<file path="src/core/pch_pkg.sv">
package pch_pkg;

  // Byte offsets inside the configuration header
  localparam logic [7:0] PCH_OFF_DEVICE_ID = 8'h02;
  localparam logic [7:0] PCH_OFF_HEADER_LAYOUT = 8'h0E;
  localparam logic [7:0] PCH_OFF_ROM_BASE = 8'h30;
  localparam logic [7:0] PCH_OFF_POWER_REPORT = 8'h57;

  // Field positions
  localparam int PCH_ROM_EN_BIT = 0;
  localparam int PCH_ROM_BASE_LSB = 15;
  localparam int PCH_ROM_BASE_MSB = 31;
  localparam int PCH_ROM_FIELD_W = PCH_ROM_BASE_MSB - PCH_ROM_BASE_LSB + 1;

  // Reset and fixed values
  localparam logic [31:0] PCH_ROM_BASE_RESET = 32'h0000_0000;
  localparam logic [7:0] PCH_POWER_REPORT_RESET = 8'h00;
  localparam logic [7:0] PCH_HEADER_LAYOUT_VALUE = 8'h00;
  localparam logic [1:0] PCH_POWER_STATE_D0 = 2'h0;

  // Power report selection
  localparam int PCH_SEL_W = 4;
  localparam int PCH_PWR_DEPTH = 8;

endpackage

</file>
<file path="src/core/pch_config_regs.sv">
`timescale 1ns/1ps
// Notes on behaviour
// (RQ1) Read-only byte at 0x57 reports worst-case power, zero after reset.
// (RQ2) Select 0..7 gives state D0..D7 power in 40*scale watts; 8..15 give zero.
// (RQ3) Sixteen-bit read/write device identifier at offset 0x02, word access.
// (RQ4) Thirty-two-bit expansion ROM base at 0x30, resets to zero, dword access.
// (RQ5) With the ROM decode enable clear, no expansion ROM access is claimed.
// (RQ6) ROM decoded only while decode enable and memory space enable both set.
// (RQ7) Software writes reserved ROM base bits as zero and ignores them on read.
// (RQ8) Size select zero: all seventeen base bits from 15 upward are valid.
// (RQ9) Size select one: only bits 31..16 used, bit 15 forced zero on writes.
// (RQ10) Header layout code is read-only and returns 0x00.
// (RQ11) ROM decoding additionally needs the D0 power state.
module pch_config_regs
  import pch_pkg::*;
#(
  // Arbitrary neutral identifier value
  parameter logic [15:0] DEVICE_ID_RESET = 16'h5A3C,
  parameter logic [8*PCH_PWR_DEPTH-1:0] POWER_TABLE = 64'h0000_0000_0000_0000
) (
  input wire logic core_clk,
  input wire logic rst,
  input wire logic [7:0] cfg_addr,
  input wire logic cfg_wr,
  input wire logic cfg_rd,
  input wire logic [3:0] cfg_be,
  input wire logic [31:0] cfg_wdata,
  output logic [31:0] cfg_rdata,
  output logic cfg_rvalid,
  input wire logic memory_space_enable,
  input wire logic rom_size_select,
  input wire logic [1:0] power_state,
  input wire logic [PCH_SEL_W-1:0] power_data_select,
  input wire logic [1:0] power_data_scale,
  input wire logic mem_req,
  input wire logic [31:0] mem_addr,
  output logic rom_decode_active,
  output logic rom_claim
);

  logic [15:0] device_identifier;
  logic rom_decode_enable;
  logic [PCH_ROM_FIELD_W-1:0] rom_window_base;
  logic [7:0] power_report;
  logic [7:0] header_layout_code;
  logic [7:0] table_data;
  logic [31:0] next_rdata;
  logic [31:0] rom_base_value;
  logic [15:0] next_device_identifier;
  logic [PCH_ROM_FIELD_W-1:0] next_rom_window_base;
  logic next_rom_decode_enable;
  logic hit_id, hit_layout, hit_rom, hit_power;
  logic wr_id, wr_rom;
  logic window_match;

  function automatic logic dword_hit(input logic [7:0] addr, input logic [7:0] off);
    dword_hit = (addr[7:2] == off[7:2]);
  endfunction

  assign hit_id = dword_hit(cfg_addr, PCH_OFF_DEVICE_ID);
  assign hit_layout = dword_hit(cfg_addr, PCH_OFF_HEADER_LAYOUT);
  assign hit_rom = dword_hit(cfg_addr, PCH_OFF_ROM_BASE);
  assign hit_power = dword_hit(cfg_addr, PCH_OFF_POWER_REPORT);
  assign wr_id = cfg_wr && hit_id;
  assign wr_rom = cfg_wr && hit_rom;

  assign header_layout_code = PCH_HEADER_LAYOUT_VALUE; // RQ10

  // Device identifier sits in the upper half of the first dword
  assign next_device_identifier[7:0] = cfg_be[2] ? cfg_wdata[23:16] : device_identifier[7:0]; // RQ3
  assign next_device_identifier[15:8] = cfg_be[3] ? cfg_wdata[31:24] : device_identifier[15:8]; // RQ3

  // Reserved bits 14..1 are never stored, so they always read back zero
  assign next_rom_decode_enable = cfg_be[0] ? cfg_wdata[PCH_ROM_EN_BIT] : rom_decode_enable;
  assign next_rom_window_base[0] = !cfg_be[1] ? rom_window_base[0] :
                                   rom_size_select ? 1'b0 : cfg_wdata[PCH_ROM_BASE_LSB]; // RQ8 RQ9
  assign next_rom_window_base[8:1] = cfg_be[2] ? cfg_wdata[23:16] : rom_window_base[8:1];
  assign next_rom_window_base[16:9] = cfg_be[3] ? cfg_wdata[31:24] : rom_window_base[16:9];

  assign rom_base_value = {rom_window_base, 14'h0000, rom_decode_enable};

  // Size one ignores bit 15 so a 64 KB window decodes even if it was set earlier
  assign window_match = rom_size_select ?
    (mem_addr[PCH_ROM_BASE_MSB:PCH_ROM_BASE_LSB+1] == rom_window_base[PCH_ROM_FIELD_W-1:1]) :
    (mem_addr[PCH_ROM_BASE_MSB:PCH_ROM_BASE_LSB] == rom_window_base); // RQ8 RQ9
  assign rom_decode_active = rom_decode_enable && memory_space_enable &&
                             (power_state == PCH_POWER_STATE_D0); // RQ5 RQ6 RQ11
  assign rom_claim = rom_decode_active && mem_req && window_match; // RQ5 RQ6 RQ11

  assign next_rdata = hit_id ? {device_identifier, 16'h0000} :
                      hit_layout ? {8'h00, header_layout_code, 16'h0000} :
                      hit_rom ? rom_base_value :
                      hit_power ? {power_report, 24'h000000} : 32'h0000_0000;

  // Scale is a read-side interpretation factor; the table holds raw units
  pch_power_table #(
    .DEPTH(PCH_PWR_DEPTH),
    .TABLE(POWER_TABLE)
  ) u_power_table (
    .core_clk(core_clk),
    .rst(rst),
    .sel(power_data_select),
    .rd_data(table_data)
  );

  always_ff @(posedge core_clk) begin
    if (rst) begin
      device_identifier <= DEVICE_ID_RESET;
    end else if (wr_id) begin
      device_identifier <= next_device_identifier; // RQ3
    end
  end

  always_ff @(posedge core_clk) begin
    if (rst) begin
      rom_decode_enable <= PCH_ROM_BASE_RESET[PCH_ROM_EN_BIT]; // RQ4
      rom_window_base <= PCH_ROM_BASE_RESET[PCH_ROM_BASE_MSB:PCH_ROM_BASE_LSB]; // RQ4
    end else if (wr_rom) begin
      rom_decode_enable <= next_rom_decode_enable;
      rom_window_base <= next_rom_window_base;
    end
  end

  // No write path reaches the power report
  always_ff @(posedge core_clk) begin
    if (rst) begin
      power_report <= PCH_POWER_REPORT_RESET; // RQ1
    end else begin
      power_report <= table_data; // RQ1 RQ2
    end
  end

  always_ff @(posedge core_clk) begin
    if (rst) begin
      cfg_rdata <= 32'h0000_0000;
      cfg_rvalid <= 1'b0;
    end else begin
      cfg_rdata <= cfg_rd ? next_rdata : 32'h0000_0000;
      cfg_rvalid <= cfg_rd;
    end
  end
endmodule

</file>
<file path="src/core/pch_power_table.sv">
`timescale 1ns/1ps
module pch_power_table
  import pch_pkg::*;
#(
  parameter int DEPTH = PCH_PWR_DEPTH,
  parameter logic [8*PCH_PWR_DEPTH-1:0] TABLE = 64'h0000_0000_0000_0000
) (
  input wire logic core_clk,
  input wire logic rst,
  input wire logic [PCH_SEL_W-1:0] sel,
  output logic [7:0] rd_data
);

  logic [7:0] entry [DEPTH];
  logic in_range;
  logic [7:0] next_rd_data;

  genvar g;
  generate
    for (g = 0; g < DEPTH; g++) begin : g_entry
      assign entry[g] = TABLE[8*g +: 8];
    end
  endgenerate

  // Codes past the populated states are reserved and read as zero
  assign in_range = (32'(sel) < 32'(DEPTH));
  assign next_rd_data = in_range ? entry[sel[2:0]] : 8'h00;

  always_ff @(posedge core_clk) begin
    if (rst) begin
      rd_data <= 8'h00;
    end else begin
      rd_data <= next_rd_data;
    end
  end

endmodule

</file>
<file path="config.mk">
export PLATFORM = sky130hd
export DESIGN_NAME = pch_config_regs
export DESIGN_NICKNAME = d
export VERILOG_FILES = /design/src/core/pch_pkg.sv /design/src/core/pch_config_regs.sv /design/src/core/pch_power_table.sv
export SDC_FILE = /design/constraint.sdc
export NUM_CORES = 1
export LEC_CHECK = 0
export ABC_AREA = 0
export BUFFER_PORTS_ARGS = -buffer_cell sky130_fd_sc_hd__buf_4
export CORE_MARGIN = 2
export CORE_UTILIZATION = 50
export DETAILED_ROUTE_END_ITERATION = 10
export PLACE_DENSITY_LB_ADDON = 0.3
export SLEW_MARGIN = 20
export SYNTH_ARGS = -nofsm -noshare
export SYNTH_HDL_FRONTEND = slang
export SYNTH_HIERARCHICAL = 1
export SYNTH_SLANG_ARGS = --single-unit
</file>
<file path="constraint.sdc">
create_clock -name core_clk -period 1.9 [get_ports core_clk]
set_input_delay 0.095 -clock core_clk [delete_from_list [all_inputs] [get_ports core_clk]]
set_output_delay 0.095 -clock core_clk [all_outputs]
set_load 0.01 [all_outputs]
</file>
==> flow_metrics.py <==
metrics = {
    "outcome": {
        "outcome": "finished clean",
    },
    "sta": {
        "hold_viol_final": 0,
        "finalSetupViolCount": 0,
        "fmax_mhz": 571.4,
        "hold_ws_ns": 0.01200,
        "tns_ns": 0,
        "rsz0062_at_grt": "no",
        "fin_crit_sh_pct": 92.11,
        "final.setup.worst_slack_ns": 0.1499,
        "post-route-min-period_ns": 1.750,
        "finClkSkew_ns": 0.003210,
        "drv_slew": 0,
    },
    "setup_path": {
        "crit_required_ns": 1.80,
        "startpoint_type": "register",
        "r2r_end": "cfg_rdata[25]",
        "cp-end-kind": "output pin",
        "worstPathArrival_ns": 1.66,
        "r2r-start": "rom_window_base[10]",
        "worstSetupPathType": "register to output pin",
        "rrSetupSlack_ns": 0.95,
        "path_max_fanout": 2,
        "ff2ff_path_depth": 3,
    },
    "layout": {
        "multiInputGateArea_mm2": 0.001261,
        "nNetsFinal": 440,
        "drive_gt1_share_pct": 32.20,
        "final_common_cell": "buf_4",
        "area_delta_synth_final_pct": 35.81,
        "seq_area_mm2": 0.001225,
        "fillers": 403,
        "final_cells": 424,
        "mostFrequentLayoutCells": "buf_4, dfxtp_1, nor2_1",
        "diodes": 0,
    },
    "placement": {
        "post-place-ws_ns": 0.2345,
        "dpl.cell_count": 392,
        "place.port_buffers": 74,
        "gp_congestion": 0.8546,
        "place_hpwl_um": 4017,
    },
    "floorplan": {
        "coreArea_mm2": 0.005075,
        "dieWidth_um": 76.20,
        "die-height_um": 76.20,
        "die-area_mm2": 0.005806,
        "io_pins": 126,
        "num_rows": 26,
        "start_util_pct": 51.36,
    },
    "synth": {
        "synth-seq-area-share_pct": 46.86,
        "synthesis.area_mm2": 0.002606,
        "ys_warn_count": 6,
        "synth_area_leaders": "dfxtp_1, mux2i_1, a22o_1, buf_4, nor2_1",
        "post_synth_inst_count": 253,
        "synthDistinctLibCells": 31,
        "ys_ff_latch": 61,
        "yosysTopAreaCell": "dfxtp_1",
        "synth_top_area_share_pct": 46.86,
        "syn_area_per_cell_um2": 10.30,
    },
    "cts": {
        "clockRootBuffer": "clkbuf_8",
        "clkLatencyLatePin_ns": 0.33,
        "cts_max_path_buffers": 2,
        "clk_pin_slew_worst_paths_ns": 0.06,
        "cts_buffers": 9,
        "cts_tree": "built",
        "cts.sinks": 61,
        "cts_max_level": 3,
    },
    "global_routing": {
        "grt_pass1_vias": 2004,
        "grt_pass1_wl_um": 9687,
        "grtUsageTotal_pct": 21.53,
        "grt_start_max_net_pins": 43,
        "antenna_found_initial": 0,
        "overflow": 0,
    },
    "worst_hold_path": {
        "holdPathStages": 3,
        "hp-class": "primary input to register",
        "min_from": "cfg_wdata[30]",
        "hold_path_end": "rom_window_base[15]",
    },
    "route": {
        "first_pass_iters": 4,
        "drtIter0Drc": 143,
        "vias_per_cell": 4.854,
        "num_vias": 2058,
        "antenna_left": 0,
        "drc_errors": 0,
        "routedWlPerCell_um": 13.78,
        "wl_um": 5844,
    },
    "power_and_ir_drop": {
        "p_per_area_mw_per_mm2": 713.7,
        "leakage_uw": 0.001789,
        "ir_worst_vdd_mv": 0.3749,
    },
    "job": {
        "max_cap_viol_count": 0,
    },
}
-- kinds of logic after synthesis --
kind of cell,count (synthesis),synth area share [%]
buffers and inverters,41,9.313
other,2,0.2882
AO/OA/AOI/OAI,34,11.23
XOR/XNOR,18,6.049
multiplexers,26,9.986
flip-flops,61,46.86
AND/OR/NAND/NOR,71,16.27
-- synthesized netlist by cell type --
cell type	n
o211ai_1	1
nand4_1	4
nor2_4	1
a22o_1	24
clkbuf_1	5
nor3_1	1
dfxtp_1	61
and2_1	2
xor2_1	13
nor4_4	1
nand3_1	2
nor4_1	4
nor2b_1	10
inv_1	9
conb_1	2
a21oi_1	1
nor3_4	1
buf_4	22
or4b_4	1
nor4b_4	1
xnor2_1	5
nand4_2	2
a211o_1	8
nand2b_2	1
mux2i_1	26
nor4_2	1
nand2_1	2
and3_1	1
buf_2	5
nand2b_1	1
nor2_1	35
-- metal layers --
| layer | vias up | routed length (µm) | track usage, % |
|---|---|---|---|
| li1 | 1022 | - | - |
| met1 | 949 | 2492 | 25.68 |
| met2 | 75 | 2855 | 34.91 |
| met3 | 12 | 349 | 8.294 |
| met4 | 0 | 146 | 8.909 |
| met5 | - | 0 | 0 |
-- critical path, cell delays in order, from the launching register on --
cell	delay (ns)
dfxtp_2	0.33
xor2_1	0.16
nor4_2	0.28
buf_4	0.16
nand3_2	0.07
nor4_4	0.16
buf_4	0.16
-- how the worst max path moves through the flow --
stage | from | endpoint | cells past startpoint | slack (ns)
2_1_floorplan | rom_window_base[8] | rom_claim | 4 | 0.53
3_3_place_gp | rom_window_base[10] | rom_claim | 6 | 0.15
3_5_place_dp | rom_window_base[10] | rom_claim | 6 | 0.23
4_1_cts | rom_window_base[11] | rom_claim | 6 | 0.003
5_1_grt | rom_window_base[10] | rom_claim | 6 | 0.01
6_report | rom_window_base[10] | rom_claim | 6 | 0.15
-- registers in the layout (all words and copies together) (netlist names) --
name and count:
rom_decode_enable 1, cfg_rdata 18, rom_window_base 17, device_identifier 16, power_report 8, cfg_rvalid 1
-- what timing repair did --
item                       CTS  global route
pin swaps                    3             2
buffers inserted             2             1
setup endpoints to repair    1             1
hold buffers                13             0
gates resized for setup      6             4
hold endpoints to repair    19             0
-- cell type report --
| class | count | area share, % |
|---|---|---|
| flip-flops and latches | 61 | 34.61 |
| inverters | 9 | 0.9544 |
| clock inverters | 1 | 0.1414 |
| multi-input cells | 171 | 35.63 |
| clock buffers | 15 | 4.701 |
| repair buffers | 97 | 21.49 |
| well taps | 70 | 2.474 |
-- per-stage QoR --
step / total power [µW] / util (%) / cell area, µm²
after global routing: 2635 / 69.75 / 3540
after CTS: 2547 / 69.23 / 3513
after global placement: 1523 / 62.43 / 3168
after floorplan: 1436 / - / 2681
final: 2526 / 69.75 / 3540
after detailed placement: 1526 / 62.43 / 3168
-- report_power, final --
| group | leakage (µW) | total (µW) | internal [µW] | switching [µW] |
|---|---|---|---|---|
| registers | 0.000496 | 1300 | 1290 | 4.17 |
| clock network | 0.0000877 | 1000 | 545 | 456 |
| logic | 0.00121 | 230 | 124 | 106 |
| total | 0.00179 | 2530 | 1960 | 566 |
(Power assumes the default switching activity.)
